**src/hdl/asm_pkg.sv**
```systemverilog
// Package: offsets, field positions, reset values and encodings of the status monitor bank
package asm_pkg;
  // ==========================================
  // Register offsets (byte addresses on the control port)
  localparam logic [7:0] ASM_OFF_LEFT_OFS = 8'h70;
  localparam logic [7:0] ASM_OFF_RIGHT_OFS = 8'h71;
  localparam logic [7:0] ASM_OFF_MUTE = 8'h72;
  localparam logic [7:0] ASM_OFF_SPEED = 8'h73;
  localparam logic [7:0] ASM_OFF_BOOT = 8'h76;
  localparam logic [7:0] ASM_OFF_LEFT_MAG = 8'h6E;
  localparam logic [7:0] ASM_OFF_RIGHT_MAG = 8'h6F;

  // ==========================================
  // Field positions
  localparam int ASM_SIGN_BIT = 7;
  localparam int ASM_BOOT_BIT = 7;

  // ==========================================
  // Writable reserved masks and reset values
  localparam logic [7:0] ASM_RSV_OFS_MASK = 8'h60;
  localparam logic [7:0] ASM_RSV_MUTE_MASK = 8'hFC;
  localparam logic [7:0] ASM_RSV_SPEED_MASK = 8'hF8;
  localparam logic [7:0] ASM_RSV_BOOT_MASK = 8'h70;
  localparam logic [7:0] ASM_RSV_RESET = 8'h00;

  // ==========================================
  // Encodings
  localparam logic [1:0] ASM_MUTE_HIGH = 2'h3;
  localparam logic [1:0] ASM_MUTE_MID = 2'h1;
  localparam logic [1:0] ASM_MUTE_LOW = 2'h0;
  localparam logic [2:0] ASM_SPD_AUTO_ERROR = 3'h0;
  localparam logic [2:0] ASM_SPD_48K = 3'h3;
  localparam logic [2:0] ASM_SPD_32K_SW = 3'h7;
  localparam logic [3:0] ASM_PWR_RUN = 4'h5;
  localparam logic [3:0] ASM_PWR_STANDBY = 4'h8;

  // Three-level pin decoder result
  typedef enum logic [1:0] {
    ASM_LVL_LOW = 2'h0,
    ASM_LVL_MID = 2'h1,
    ASM_LVL_HIGH = 2'h3
  } asm_level_type;

  // Calibration results from the analog side
  typedef struct packed {
    logic left_diff_sign;
    logic [7:0] left_diff_magnitude;
    logic [4:0] left_cm_comp_value;
    logic right_diff_sign;
    logic [7:0] right_diff_magnitude;
    logic [4:0] right_cm_comp_value;
  } asm_cal_type;

  // Control port access
  typedef struct packed {
    logic wr;
    logic rd;
    logic [7:0] addr;
    logic [7:0] wdata;
  } asm_req_type;
endpackage

```
**src/hdl/asm_status_regs.sv**
```systemverilog
// Status monitor register bank of the amplifier control port
// Behaviour
// - Left sign bit 7: 0 negative
// - Left bits 4-0 common-mode compensator value
// - Right sign bit 7: 0 negative
// - Right bits 4-0 common-mode compensator value
// - Mute field mirrors three-level pin decoder
// - Speed monitor: auto or software mode source
// - Auto encoding: 000 error, 111 reserved
// - Software encoding: 000 reserved, 111 32 kHz
// - Magnitude registers report eight-bit differential magnitude
// - Boot flag bit 7 set after boot
// - Four-bit power state code, 0101 run
`timescale 1ns/1ns
module asm_status_regs (
  input wire logic core_clk, // System clock, 250 MHz
  input wire logic nrst, // Async power-on reset, active low
  input wire asm_pkg::asm_req_type req, // Control port access
  output logic [7:0] rdata, // Registered read data
  output logic rvalid, // Read data valid, one cycle
  input wire asm_pkg::asm_cal_type cal, // Calibration results
  input wire logic mute_above_high, // Mute pin comparator, high
  input wire logic mute_above_mid, // Mute pin comparator, mid
  input wire logic auto_clk_en, // Automatic clock setup active
  input wire logic [2:0] auto_mode, // Detected speed mode
  input wire logic [2:0] sw_mode, // Programmed speed mode
  input wire logic boot_done_flag, // Processor boot complete
  input wire logic [3:0] power_state_code // Converter power state
);
  // ==========================================
  // Declarations
  logic [1:0] mute_level_code;
  logic [2:0] speed_mode_monitor;
  localparam int RSV_ENTRIES = 5; // Registers with writable reserved bits
  logic [RSV_ENTRIES-1:0][7:0] rsv_word;
  logic [RSV_ENTRIES-1:0][7:0] rsv_mask;
  logic [RSV_ENTRIES-1:0] rsv_hit;
  logic [7:0] rdata_r;
  logic rvalid_r;
  logic [7:0] rdata_nxt;
  logic hit_left;
  logic hit_right;
  logic hit_mute;
  logic hit_speed;
  logic hit_boot;
  logic hit_lmag;
  logic hit_rmag;
  logic [7:0] val_left;
  logic [7:0] val_right;
  logic [7:0] val_mute;
  logic [7:0] val_speed;
  logic [7:0] val_boot;

  // ==========================================
  // Submodules
  asm_mute_decode i_asm_mute_decode (
    .core_clk(core_clk),
    .nrst(nrst),
    .above_high(mute_above_high),
    .above_mid(mute_above_mid),
    .level_code(mute_level_code)
  );

  asm_speed_select i_asm_speed_select (
    .core_clk(core_clk),
    .nrst(nrst),
    .auto_clk_en(auto_clk_en),
    .auto_mode(auto_mode),
    .sw_mode(sw_mode),
    .speed_mode_monitor(speed_mode_monitor)
  );

  // ==========================================
  // Address decode
  assign hit_left = (req.addr == asm_pkg::ASM_OFF_LEFT_OFS);
  assign hit_right = (req.addr == asm_pkg::ASM_OFF_RIGHT_OFS);
  assign hit_mute = (req.addr == asm_pkg::ASM_OFF_MUTE);
  assign hit_speed = (req.addr == asm_pkg::ASM_OFF_SPEED);
  assign hit_boot = (req.addr == asm_pkg::ASM_OFF_BOOT);
  assign hit_lmag = (req.addr == asm_pkg::ASM_OFF_LEFT_MAG);
  assign hit_rmag = (req.addr == asm_pkg::ASM_OFF_RIGHT_MAG);

  // Composed register values: live monitor bits plus stored reserved bits
  assign val_left = {cal.left_diff_sign, rsv_word[0][6:5],
                     cal.left_cm_comp_value};
  assign val_right = {cal.right_diff_sign, rsv_word[1][6:5],
                      cal.right_cm_comp_value};
  assign val_mute = {rsv_word[2][7:2], mute_level_code};
  assign val_speed = {rsv_word[3][7:3], speed_mode_monitor};
  assign val_boot = {boot_done_flag, rsv_word[4][6:4], power_state_code};

  // Read mux; unmapped offsets read zero
  assign rdata_nxt = hit_left ? val_left :
                     hit_right ? val_right :
                     hit_mute ? val_mute :
                     hit_speed ? val_speed :
                     hit_boot ? val_boot :
                     hit_lmag ? cal.left_diff_magnitude :
                     hit_rmag ? cal.right_diff_magnitude : 8'h00;

  // ==========================================
  // Reserved storage, one entry per register: left, right, mute, speed, boot
  // Monitor bits are masked off here, so a write can never reach them
  assign rsv_hit = {hit_boot, hit_speed, hit_mute, hit_right, hit_left};
  assign rsv_mask = {asm_pkg::ASM_RSV_BOOT_MASK, asm_pkg::ASM_RSV_SPEED_MASK,
                     asm_pkg::ASM_RSV_MUTE_MASK, asm_pkg::ASM_RSV_OFS_MASK,
                     asm_pkg::ASM_RSV_OFS_MASK};

  // Each entry keeps its own flop, so no word has two drivers
  for (genvar g = 0; g < RSV_ENTRIES; g++) begin : g_rsv
    logic [7:0] entry_r;
    always_ff @(posedge core_clk or negedge nrst) begin
      if (!nrst) begin
        entry_r <= asm_pkg::ASM_RSV_RESET;
      end else if (req.wr && rsv_hit[g]) begin
        entry_r <= req.wdata & rsv_mask[g];
      end
    end
    assign rsv_word[g] = entry_r;
  end

  // Read return one cycle after the request
  always_ff @(posedge core_clk or negedge nrst) begin
    if (!nrst) begin
      rdata_r <= 8'h00;
      rvalid_r <= 1'b0;
    end else begin
      rdata_r <= req.rd ? rdata_nxt : rdata_r;
      rvalid_r <= req.rd;
    end
  end

  assign rdata = rdata_r;
  assign rvalid = rvalid_r;

  // ==========================================
  // Checks: offset registers, fields read live at the strobe edge
  // Read data lands one edge after the strobe, so compare with the past
  property p_left_sign;
    @(posedge core_clk) disable iff (!nrst)
      (req.rd && hit_left) |=> (rdata[asm_pkg::ASM_SIGN_BIT] == $past(cal.left_diff_sign));
  endproperty
  a_left_sign: assert property (p_left_sign) else $error("left sign wrong");

  property p_left_cm;
    @(posedge core_clk) disable iff (!nrst)
      (req.rd && hit_left) |=> (rdata[4:0] == $past(cal.left_cm_comp_value));
  endproperty
  a_left_cm: assert property (p_left_cm) else $error("left cm value wrong");

  property p_right_sign;
    @(posedge core_clk) disable iff (!nrst)
      (req.rd && hit_right) |=> (rdata[asm_pkg::ASM_SIGN_BIT] == $past(cal.right_diff_sign));
  endproperty
  a_right_sign: assert property (p_right_sign) else $error("right sign wrong");

  property p_right_cm;
    @(posedge core_clk) disable iff (!nrst)
      (req.rd && hit_right) |=> (rdata[4:0] == $past(cal.right_cm_comp_value));
  endproperty
  a_right_cm: assert property (p_right_cm) else $error("right cm value wrong");

  // ==========================================
  // Checks: mute and speed monitors
  // Pin levels pass one register, so look one cycle before the read
  property p_mute_high;
    @(posedge core_clk) disable iff (!nrst)
      (mute_above_high ##1 (req.rd && hit_mute)) |=> (rdata[1:0] == asm_pkg::ASM_MUTE_HIGH);
  endproperty
  a_mute_high: assert property (p_mute_high) else $error("mute high code wrong");

  property p_mute_mid;
    @(posedge core_clk) disable iff (!nrst)
      ((!mute_above_high && mute_above_mid) ##1 (req.rd && hit_mute))
        |=> (rdata[1:0] == asm_pkg::ASM_MUTE_MID);
  endproperty
  a_mute_mid: assert property (p_mute_mid) else $error("mute mid code wrong");

  property p_mute_low;
    @(posedge core_clk) disable iff (!nrst)
      ((!mute_above_high && !mute_above_mid) ##1 (req.rd && hit_mute))
        |=> (rdata[1:0] == asm_pkg::ASM_MUTE_LOW);
  endproperty
  a_mute_low: assert property (p_mute_low) else $error("mute low code wrong");

  // Source selection is registered too, hence the two-cycle look back
  property p_speed_auto;
    @(posedge core_clk) disable iff (!nrst)
      (auto_clk_en ##1 (req.rd && hit_speed)) |=> (rdata[2:0] == $past(auto_mode, 2));
  endproperty
  a_speed_auto: assert property (p_speed_auto) else $error("auto speed wrong");

  property p_speed_sw;
    @(posedge core_clk) disable iff (!nrst)
      (!auto_clk_en ##1 (req.rd && hit_speed)) |=> (rdata[2:0] == $past(sw_mode, 2));
  endproperty
  a_speed_sw: assert property (p_speed_sw) else $error("sw speed wrong");

  property p_speed_err;
    @(posedge core_clk) disable iff (!nrst)
      ((auto_clk_en && auto_mode == asm_pkg::ASM_SPD_AUTO_ERROR) ##1 (req.rd && hit_speed))
        |=> (rdata[2:0] == asm_pkg::ASM_SPD_AUTO_ERROR);
  endproperty
  a_speed_err: assert property (p_speed_err) else $error("auto error code wrong");

  property p_speed_32k;
    @(posedge core_clk) disable iff (!nrst)
      ((!auto_clk_en && sw_mode == asm_pkg::ASM_SPD_32K_SW) ##1 (req.rd && hit_speed))
        |=> (rdata[2:0] == asm_pkg::ASM_SPD_32K_SW);
  endproperty
  a_speed_32k: assert property (p_speed_32k) else $error("sw 32k code wrong");

  // ==========================================
  // Checks: magnitudes, boot flag and power state
  // Magnitudes are full eight-bit reads with no reserved bits
  property p_lmag;
    @(posedge core_clk) disable iff (!nrst)
      (req.rd && hit_lmag) |=> (rdata == $past(cal.left_diff_magnitude));
  endproperty
  a_lmag: assert property (p_lmag) else $error("left magnitude wrong");

  property p_rmag;
    @(posedge core_clk) disable iff (!nrst)
      (req.rd && hit_rmag) |=> (rdata == $past(cal.right_diff_magnitude));
  endproperty
  a_rmag: assert property (p_rmag) else $error("right magnitude wrong");

  property p_boot;
    @(posedge core_clk) disable iff (!nrst)
      (req.rd && hit_boot) |=> (rdata[asm_pkg::ASM_BOOT_BIT] == $past(boot_done_flag)
        && rdata[3:0] == $past(power_state_code));
  endproperty
  a_boot: assert property (p_boot) else $error("boot or power state wrong");

  // ==========================================
  // Checks: reserved storage
  // A write hit stores the reserved bits, seen in the composed value next cycle
  property p_ro_write;
    @(posedge core_clk) disable iff (!nrst)
      (req.wr && hit_mute) |=> (val_mute[7:2] == $past(req.wdata[7:2]));
  endproperty
  a_ro_write: assert property (p_ro_write) else $error("reserved bits not stored");

  property p_left_rsv;
    @(posedge core_clk) disable iff (!nrst)
      (req.wr && hit_left) |=> (val_left[6:5] == $past(req.wdata[6:5]));
  endproperty
  a_left_rsv: assert property (p_left_rsv) else $error("left store wrong");

  property p_right_rsv;
    @(posedge core_clk) disable iff (!nrst)
      (req.wr && hit_right) |=> (val_right[6:5] == $past(req.wdata[6:5]));
  endproperty
  a_right_rsv: assert property (p_right_rsv) else $error("right store wrong");

  property p_speed_rsv;
    @(posedge core_clk) disable iff (!nrst)
      (req.wr && hit_speed) |=> (val_speed[7:3] == $past(req.wdata[7:3]));
  endproperty
  a_speed_rsv: assert property (p_speed_rsv) else $error("speed store wrong");

  property p_boot_rsv;
    @(posedge core_clk) disable iff (!nrst)
      (req.wr && hit_boot) |=> (val_boot[6:4] == $past(req.wdata[6:4]));
  endproperty
  a_boot_rsv: assert property (p_boot_rsv) else $error("boot store wrong");

  // Without a write hit the stored bits stay put, whatever else is on the bus
  property p_left_hold;
    @(posedge core_clk) disable iff (!nrst)
      !(req.wr && hit_left) |=> $stable(val_left[6:5]);
  endproperty
  a_left_hold: assert property (p_left_hold) else $error("left hold wrong");

  property p_right_hold;
    @(posedge core_clk) disable iff (!nrst)
      !(req.wr && hit_right) |=> $stable(val_right[6:5]);
  endproperty
  a_right_hold: assert property (p_right_hold) else $error("right hold wrong");

  property p_mute_hold;
    @(posedge core_clk) disable iff (!nrst)
      !(req.wr && hit_mute) |=> $stable(val_mute[7:2]);
  endproperty
  a_mute_hold: assert property (p_mute_hold) else $error("mute hold wrong");

  property p_speed_hold;
    @(posedge core_clk) disable iff (!nrst)
      !(req.wr && hit_speed) |=> $stable(val_speed[7:3]);
  endproperty
  a_speed_hold: assert property (p_speed_hold) else $error("speed hold wrong");

  property p_boot_hold;
    @(posedge core_clk) disable iff (!nrst)
      !(req.wr && hit_boot) |=> $stable(val_boot[6:4]);
  endproperty
  a_boot_hold: assert property (p_boot_hold) else $error("boot hold wrong");

  // ==========================================
  // Coverage of the main scenarios
  c_read_left: cover property (@(posedge core_clk) req.rd && hit_left);
  c_read_boot_run: cover property (@(posedge core_clk)
    req.rd && hit_boot && power_state_code == asm_pkg::ASM_PWR_RUN);
  c_speed_32k: cover property (@(posedge core_clk)
    !auto_clk_en && sw_mode == asm_pkg::ASM_SPD_32K_SW);
  c_write_mute: cover property (@(posedge core_clk) req.wr && hit_mute);
  c_read_mute_mid: cover property (@(posedge core_clk)
    req.rd && hit_mute && mute_level_code == asm_pkg::ASM_MUTE_MID);
endmodule

```
**src/hdl/asm_mute_decode.sv**
```systemverilog
// Mute pin level decoder: two comparator outputs to a two-bit level code
`timescale 1ns/1ns
module asm_mute_decode (
  input wire logic core_clk, // System clock
  input wire logic nrst, // Async reset, active low
  input wire logic above_high, // Pin at or above 0.7 VDD
  input wire logic above_mid, // Pin at or above 0.3 VDD
  output logic [1:0] level_code // Registered level code
);
  logic [1:0] level_nxt;
  logic [1:0] level_r;

  // ==========================================
  // Decode; high wins so a slow mid comparator cannot hide it
  assign level_nxt = above_high ? asm_pkg::ASM_LVL_HIGH :
                     above_mid ? asm_pkg::ASM_LVL_MID : asm_pkg::ASM_LVL_LOW;

  // Register the code
  always_ff @(posedge core_clk or negedge nrst) begin
    if (!nrst) begin
      level_r <= asm_pkg::ASM_MUTE_LOW;
    end else begin
      level_r <= level_nxt;
    end
  end

  assign level_code = level_r;
endmodule

```
**src/hdl/asm_speed_select.sv**
```systemverilog
// Speed mode monitor source selection between auto-detect and software value
`timescale 1ns/1ns
module asm_speed_select (
  input wire logic core_clk, // System clock
  input wire logic nrst, // Async reset, active low
  input wire logic auto_clk_en, // Automatic clock setup active
  input wire logic [2:0] auto_mode, // Detected mode code
  input wire logic [2:0] sw_mode, // Programmed mode code
  output logic [2:0] speed_mode_monitor // Registered monitor value
);
  logic [2:0] mode_nxt;
  logic [2:0] mode_r;

  // ==========================================
  // Pass codes unchanged; both tables share the code space
  assign mode_nxt = auto_clk_en ? auto_mode : sw_mode;

  // Register the selection
  always_ff @(posedge core_clk or negedge nrst) begin
    if (!nrst) begin
      mode_r <= asm_pkg::ASM_SPD_AUTO_ERROR;
    end else begin
      mode_r <= mode_nxt;
    end
  end

  assign speed_mode_monitor = mode_r;
endmodule

```
**config.mk**
```make
export PLATFORM = sky130hd
export DESIGN_NAME = asm_status_regs
export DESIGN_NICKNAME = d
export VERILOG_FILES = /design/src/hdl/asm_pkg.sv /design/src/hdl/asm_status_regs.sv /design/src/hdl/asm_mute_decode.sv /design/src/hdl/asm_speed_select.sv
export SDC_FILE = /design/constraint.sdc
export NUM_CORES = 1
export LEC_CHECK = 0
export ABC_AREA = 1
export BUFFER_PORTS_ARGS = -buffer_cell sky130_fd_sc_hd__buf_4
export CORE_ASPECT_RATIO = 1.2
export CORE_MARGIN = 3
export CORE_UTILIZATION = 45
export CTS_CLUSTER_DIAMETER = 150
export DETAILED_ROUTE_END_ITERATION = 8
export PLACE_DENSITY = 0.75
export SLEW_MARGIN = 15
export SYNTH_ARGS = -nofsm -noshare
export SYNTH_HDL_FRONTEND = slang
export SYNTH_SLANG_ARGS = --single-unit
```
**constraint.sdc**
```tcl
create_clock -name core_clk -period 2.2 [get_ports core_clk]
set_input_delay 0.44 -clock core_clk [delete_from_list [all_inputs] [get_ports core_clk]]
set_output_delay 0.44 -clock core_clk [all_outputs]
set_load 0.02 [all_outputs]
```
==> reports/results.md, run 1 <==
| Metric | Reported | Unit |
|---|---|---|
| Post-Syn Area | 1797 | um2 |
| Worst endpoint required time | 2.36 | ns |
| Hold Violations, Final | 0 | - |
| Detailed-router iteration count before antenna repair | 4 | - |
| Most common cell after layout, fill and taps aside | sky130_fd_sc_hd__buf_4 | - |
| Number of antenna violations at the first check in global routing | 0 | - |
| Critical Path Start Type | input port | - |
| Leak Pwr | 1.289 | nW |
| Maximum clock frequency | 0.6894 | GHz |
| Sequential fraction of the synthesis area | 0.4457 | - |
| Mapped Nets | 294 | - |
| Pin count of the biggest net entering global routing | 33 | - |
| Initial standard-cell utilization of the core | 0.4825 | - |
| Final number of max-transition violations | 0 | - |
| Fraction of the cycle the final worst path needs | 0.6594 | - |
| Number of antenna diodes | 0 | - |
| Nets | 366 | - |
| Die width | 63.68 | um |
| Combined buffer and inverter count along the critical path | 1 | - |
| Total of max-cap violations | 0 | - |
| Largest cells by area after synthesis | sky130_fd_sc_hd__dfrtp_1 45%, sky130_fd_sc_hd__nand2_1 13%, sky130_fd_sc_hd__nand3_1 7.2%, sky130_fd_sc_hd__inv_1 5.2%, sky130_fd_sc_hd__o21ai_1 3.9% | - |
| Worst hold slack | 0.08500 | ns |
| Top cell type's share of synthesized area | 0.4457 | - |
| CP Data Arrival Time | 1.61 | ns |
| Final HPWL from detailed placement | 3668 | um |
| Flop and latch count out of synthesis | 32 | - |
| Grt total ovfl | 0 | - |
| Maximum VDD drop | 0.0004541 | V |
| Total routing resource utilization after global routing | 0.2051 | - |
| Normalized max-slew margin | 0.6292 | - |
| Cell at the slowest stage of the critical path | sky130_fd_sc_hd__and2_1 | - |
| Total Die Area | 4790 | um2 |
| Number of top-level design ports | 71 | - |
| Number of buffers added to fix hold violations after cts | 0 | - |
| Count of input and output buffers | 68 | - |
| Clock Skews | 0.004114 | ns |
| Number of buffers on the longest clock path | 2 | - |
| Drt via density | 4.919 | - |
| Routed wire length per instance | 13.13 | um |
| Final Wtd Congestion | 0.8148 | - |
| Die height | 75.22 | um |
| Number of different library cells in the post-synthesis netlist | 24 | - |
| Power Density | 500.5 | nW/um2 |
| Area grow syn2layout | 35.52 | % |
| H-tree depth | 2 | - |
| # Post-CTS Setup Buffers | 0 | - |
| Via count of the first global-routing pass | 1569 | - |
| Vias after detailed routing | 1751 | - |
| Final Critical Period | 1.451 | ns |
| Ordered list of cells on the worst path | buf_4 > or2_4 > nor2_1 > and2_1 > nand2_4 > nand2_1 > o21ai_1 | - |
| Count of final setup violators | 0 | - |
| Run status | completed | - |
| Largest delay contributor family on the critical path | simple AND/OR/NAND/NOR gates | - |
| Smallest setup slack after layout | 0.7494 | ns |
| Maximum fanout encountered on the critical timing path | 10 | - |
| Core region area | 3724 | um2 |
| Post-CTS clock slew at the launch and capture registers of the worst setup and hold paths | 0.06 | ns |
| Worst slew pin tran | 0.5556 | ns |
| Cell accounting for the most synthesized area | sky130_fd_sc_hd__dfrtp_1 | - |
| Worst slack after detailed placement | 0.4663 | ns |
| Yosys warning count | 0 | - |
| Path type of the worst min-delay path | input port to async pin | - |
| Residual DRC count | 0 | - |
| Clock sink count | 32 | - |
| Fraction of final layout cells sized beyond drive strength 1 | 0.3191 | - |
| Clock insertion delay at the later pin of the skew report | 0.28 | ns |
| Unrepaired setup endpoints after global routing | false | - |
| Routed WL | 4673 | um |
| Post-Route Utilization | 0.6539 | - |
| Power Total | 1.219 | mW |
| Remaining number of nets flagged by the antenna check after routing | 0 | - |
| Resize count post-CTS | 0 | - |
| Clock tree from TritonCTS | yes | - |
| Clock root cell | sky130_fd_sc_hd__clkbuf_8 | - |
| Starting DRT DRC Count | 52 | - |
| Setup TNS after final layout | 0 | ns |
| First-pass GRT wire length | 7424 | um |
| Commonest non-fill, non-tap cells in the layout | 72 x sky130_fd_sc_hd__buf_4, 62 x sky130_fd_sc_hd__nand2_1, 32 x sky130_fd_sc_hd__dfrtp_1 | - |
| Number of placement rows | 24 | - |
| Gate count after technology mapping | 232 | - |
| Worst Setup End Kind | flip-flop | - |
| Crit path largest cell delay | 0.39 | ns |
| Clock buffer count from CTS | 5 | - |
| Crit Path Class | input port to flip-flop | - |
| Mapped Avg Cell Area | 7.744 | um2 |
-- worst paths after layout --
| kind | from | to | slack, ns | cells after the start |
|---|---|---|---|---|
| max | req[10] | g_rsv[3].entry_r[5] | 0.75 | 7 |
| min | nrst | rvalid | 0.08 | 1 |
| max reg2reg | g_rsv[4].entry_r[5] | rdata[5] | 1.25 | 6 |
| min reg2reg | rdata[6] | rdata[6] | 0.48 | 2 |
| max in group asynchronous | nrst | i_asm_mute_decode.level_code[1] | 1.81 | 1 |
| min in group core_clk | mute_above_high | i_asm_mute_decode.level_code[1] | 0.27 | 1 |
-- layer usage --
metal | global-route usage | vias to the layer above | part of all wire
met4 | 0.07914 | 0 | 0.016
met3 | 0.05522 | 5 | 0.068
met5 | 0 | - | 0
met2 | 0.3527 | 65 | 0.50
li1 | - | 903 | -
met1 | 0.2481 | 778 | 0.41
-- cell families (layout without fill, tap and decap cells) --
group | Yosys count | in the layout | share of synthesized area
AOI/OAI and AO/OA | 33 | 33 | 0.1031
buffers and inverters | 33 | 105 | 0.07938
DFF | 32 | 32 | 0.4457
muxes | 4 | 4 | 0.02507
and+or+nand+nor | 130 | 130 | 0.3468
-- cell type report --
cell class                 count  area [um2]
inverter                      26       97.59
tap                           52       65.06
sequential                    32       800.8
timing repair buffer          72       540.5
clock inverter                 1       5.005
fill                         367        1289
multi-input combinational    167       853.3
clock buffer                   6       72.57
-- metrics by stage --
| step | cell area (um2) | std cells |
|---|---|---|
| 2_1_floorplan | 1797 | 232 |
| 3_3_place_gp | 2357 | 349 |
| 3_5_place_dp | 2357 | 349 |
| 4_1_cts | 2435 | 356 |
| 5_1_grt | 2435 | 356 |
| 6_report | 2435 | 356 |
-- cells in the mapped netlist, drive strengths merged --
master and count:
mux2 4, dfrtp 32, nand4 10, nand3 27, and2 1, o21ai 25, inv 26, buf 7
or2 2, o211ai 8, nor2 24, nand2 66
-- worst reg2reg max path, delay by kind of cell, from the launching register on --
| kind | cells | cell delay (ns) |
|---|---|---|
| buf+inv | 1 | 0.05 |
| flops | 1 | 0.38 |
| simple gates | 5 | 0.41 |
-- flip-flops by register name (all words and copies together) (netlist names) --
name / cells
i_asm_speed_select.speed_mode_monitor: 3
g_rsv.entry_r: 18
i_asm_mute_decode.level_code: 2
rvalid: 1
rdata: 8
-- power by group --
group          switching (mW)  leakage, nW  internal (mW)  total, mW
Sequential             0.0121        0.428          0.613      0.625
Clock                   0.198       0.0410          0.214      0.413
Combinational          0.0845        0.819         0.0964      0.181
Total                   0.295         1.29          0.924       1.22
Power figures use the tool's default switching activity.
==> run 2: changes to the inputs <==
- CORE_UTILIZATION: 45 -> 44
- PLACE_DENSITY: 0.75 -> 0.76
- clock period: 2.2 -> 1.25 ns (I/O delays scaled with it)
==> run 2 against run 1 <==
  * Clock skew is 0.0038 ns higher
  * Sequential share of layout area shrank 1.7 points
  * Final cell count rose by 3.4%
  * Total power is 87% higher
  * Critical path type unchanged
  * Via count increased by 4.6%
  * Register-to-register slack got worse by 0.92 ns
  * Largest cell class unchanged
  * Largest power group unchanged
  * First-iteration DRC count rose by 13%
  * Highest routed layer unchanged
==> reports/results.md, run 2 (same netlist as run 1, synthesis figures left out) <==
| Metric | Reported | Unit | vs previous |
|---|---|---|---|
| Run status | completed | - |  |
| Drt via density | 4.978 | - | +1.2% |
| Area grow syn2layout | 42.69 | % |  |
| Unrepaired setup endpoints after global routing | false | - |  |
| Most common cell after layout, fill and taps aside | sky130_fd_sc_hd__buf_4 | - |  |
| Power Total | 2.277 | mW | +87% |
| Total routing resource utilization after global routing | 0.2090 | - | +0.003865 |
| Final Critical Period | 1.115 | ns |  |
| Nets | 378 | - | +3.3% |
| Worst slew pin tran | 0.4036 | ns | -0.1521 ns |
| Path type of the worst min-delay path | input port to flip-flop | - |  |
| Clock Skews | 0.007905 | ns | +0.003791 ns |
| Initial standard-cell utilization of the core | 0.4749 | - | -0.007659 |
| Clock sink count | 32 | - | unchanged |
| Die width | 64.34 | um | +1.0% |
| Reg2reg setup slack | 0.33 | ns | -0.92 ns |
| Core region area | 3784 | um2 | +1.6% |
| Min-Delay Startpoint | mute_above_high | - |  |
| Clock buffer count from CTS | 5 | - | unchanged |
| Fraction of final layout cells sized beyond drive strength 1 | 0.3449 | - | +0.02586 |
| Hold Violations, Final | 0 | - | unchanged |
| Maximum clock frequency | 0.8965 | GHz |  |
| Count of input and output buffers | 68 | - | unchanged |
| Final design area excluding fillers | 2564 | um2 | +5.3% |
| Reg-to-Reg End | rdata[4] | - |  |
| Number of top-level design ports | 71 | - | unchanged |
| Normalized max-slew margin | 0.7310 | - | +0.1018 |
| Cell depth of the worst hold path | 1 | - |  |
| Maximum VDD drop | 0.0007751 | V | +71% |
| Reg2Reg Launch Point | g_rsv[4].entry_r[4] | - |  |
| Critical Path Start Type | input port | - |  |
| Pin count of the biggest net entering global routing | 33 | - | unchanged |
| Fraction of the cycle the final worst path needs | 0.8923 | - |  |
| Die height | 76 | um | +1.0% |
| Worst Setup End Kind | flip-flop | - |  |
| Grt total ovfl | 0 | - | unchanged |
| Residual DRC count | 0 | - | unchanged |
| Detailed-router iteration count before antenna repair | 4 | - | unchanged |
| CP Data Arrival Time | 1.28 | ns | -0.33 ns |
| Maximum fanout encountered on the critical timing path | 8 | - | -2 |
| Min-Delay Endpoint | i_asm_mute_decode.level_code[1] | - |  |
| Crit Path Class | input port to flip-flop | - |  |
| Routed wire length per instance | 13.19 | um | +0.49% |
| Number of antenna violations at the first check in global routing | 0 | - | unchanged |
| Placed Area | 2452 | um2 | +4.0% |
| Starting DRT DRC Count | 59 | - | +13% |
| Post-Route Utilization | 0.6776 | - | +0.02368 |
| Remaining number of nets flagged by the antenna check after routing | 0 | - | unchanged |
| Register name with the most flops | g_rsv.entry_r | - |  |
| Number of placement rows | 24 | - | unchanged |
| Clock insertion delay at the later pin of the skew report | 0.28 | ns | about the same |
| Final number of max-transition violations | 0 | - | unchanged |
| Setup TNS after final layout | 0 | ns | unchanged |
| Routed WL | 4854 | um | +3.9% |
| H-tree depth | 2 | - | unchanged |
| Count of final setup violators | 0 | - | unchanged |
| Total Die Area | 4889 | um2 | +2.1% |
| Leak Pwr | 1.365 | nW | +5.9% |
| Total of max-cap violations | 0 | - | unchanged |
| Final HPWL from detailed placement | 3867 | um | +5.4% |
| Flip-flop count of the largest register, all copies and words added | 18 | - | unchanged |
| Number of antenna diodes | 0 | - | unchanged |
| Register-to-Register Path Depth | 6 | - | unchanged |
| Power Density | 888.3 | nW/um2 | +77% |
| Clock root cell | sky130_fd_sc_hd__clkbuf_8 | - |  |
| Commonest non-fill, non-tap cells in the layout | 82 x sky130_fd_sc_hd__buf_4, 62 x sky130_fd_sc_hd__nand2_1, 32 x sky130_fd_sc_hd__dfrtp_1 | - |  |
| Clock tree from TritonCTS | yes | - |  |
| Post-CTS clock slew at the launch and capture registers of the worst setup and hold paths | 0.06 | ns | about the same |
| First-pass GRT wire length | 8004 | um | +7.8% |
| Worst endpoint required time | 1.42 | ns | -0.94 ns |
| Worst hold slack | 0.08766 | ns | +0.002659 ns |
| Via count of the first global-routing pass | 1768 | - | +13% |
| Number of buffers on the longest clock path | 2 | - | unchanged |
| Vias after detailed routing | 1832 | - | +4.6% |
| Final Wtd Congestion | 0.8083 | - | -0.80% |
==> run 2: report_power, final <==
part           switching (mW)  internal, mW
clock                   0.344         0.489
sequential             0.0201          1.08
combinational           0.157         0.188
total                   0.521          1.76
==> run 2: final cells by class <==
type / count / area [um2]
inverter: 26 / 97.59
clock buffer: 7 / 96.34
sequential: 32 / 800.8
tap: 52 / 65.06
fill: 359 / 1220
timing repair buffer: 84 / 645.6
multi-input combinational: 167 / 858.3
==> run 2: layer usage <==
layer  vias up  GRT usage  share of wire
li1        924          -              -
met1       805     0.2481           0.39
met2        95     0.3481           0.49
met3         8    0.05310          0.090
met4         0    0.09937          0.026
met5         -          0              0
==> run 2: metrics by stage <==
stage | std cells | setup slack (ns)
after detailed placement | 360 | -0.2367
final | 368 | 0.1346
after global placement | 360 | -0.1987
after global routing | 368 | 0.01983
after CTS | 368 | 0.06864
after floorplan | 232 | 0.08676
==> run 2: how the worst max path moves through the flow <==
stage,startpoint,to,slack [ns],cells past startpoint
after floorplan,req[10],g_rsv[2].entry_r[2],0.09,4
after global placement,req[15],rdata[3],-0.20,10
after detailed placement,req[15],rdata[3],-0.24,10
after CTS,req[15],rdata[3],0.07,10
after global routing,req[10],rdata[3],0.02,9
final,req[10],rdata[1],0.13,8
==> run 2: repair_timing <==
action | in CTS | in global routing
setup endpoints to repair | 0 | 7
hold buffers | 1 | 0
hold endpoints to repair | 32 | 0
setup buffers | 0 | 0
gates resized for setup | 0 | 1
==> run 2: critical path, stage by stage <==
cell	delay (ns)
sky130_fd_sc_hd__buf_4	0.12
sky130_fd_sc_hd__or2_4	0.28
sky130_fd_sc_hd__nor2_2	0.12
sky130_fd_sc_hd__nand3_2	0.16
sky130_fd_sc_hd__o21ai_0	0.19
sky130_fd_sc_hd__inv_1	0.05
sky130_fd_sc_hd__nand2_1	0.06
sky130_fd_sc_hd__nand2_1	0.05
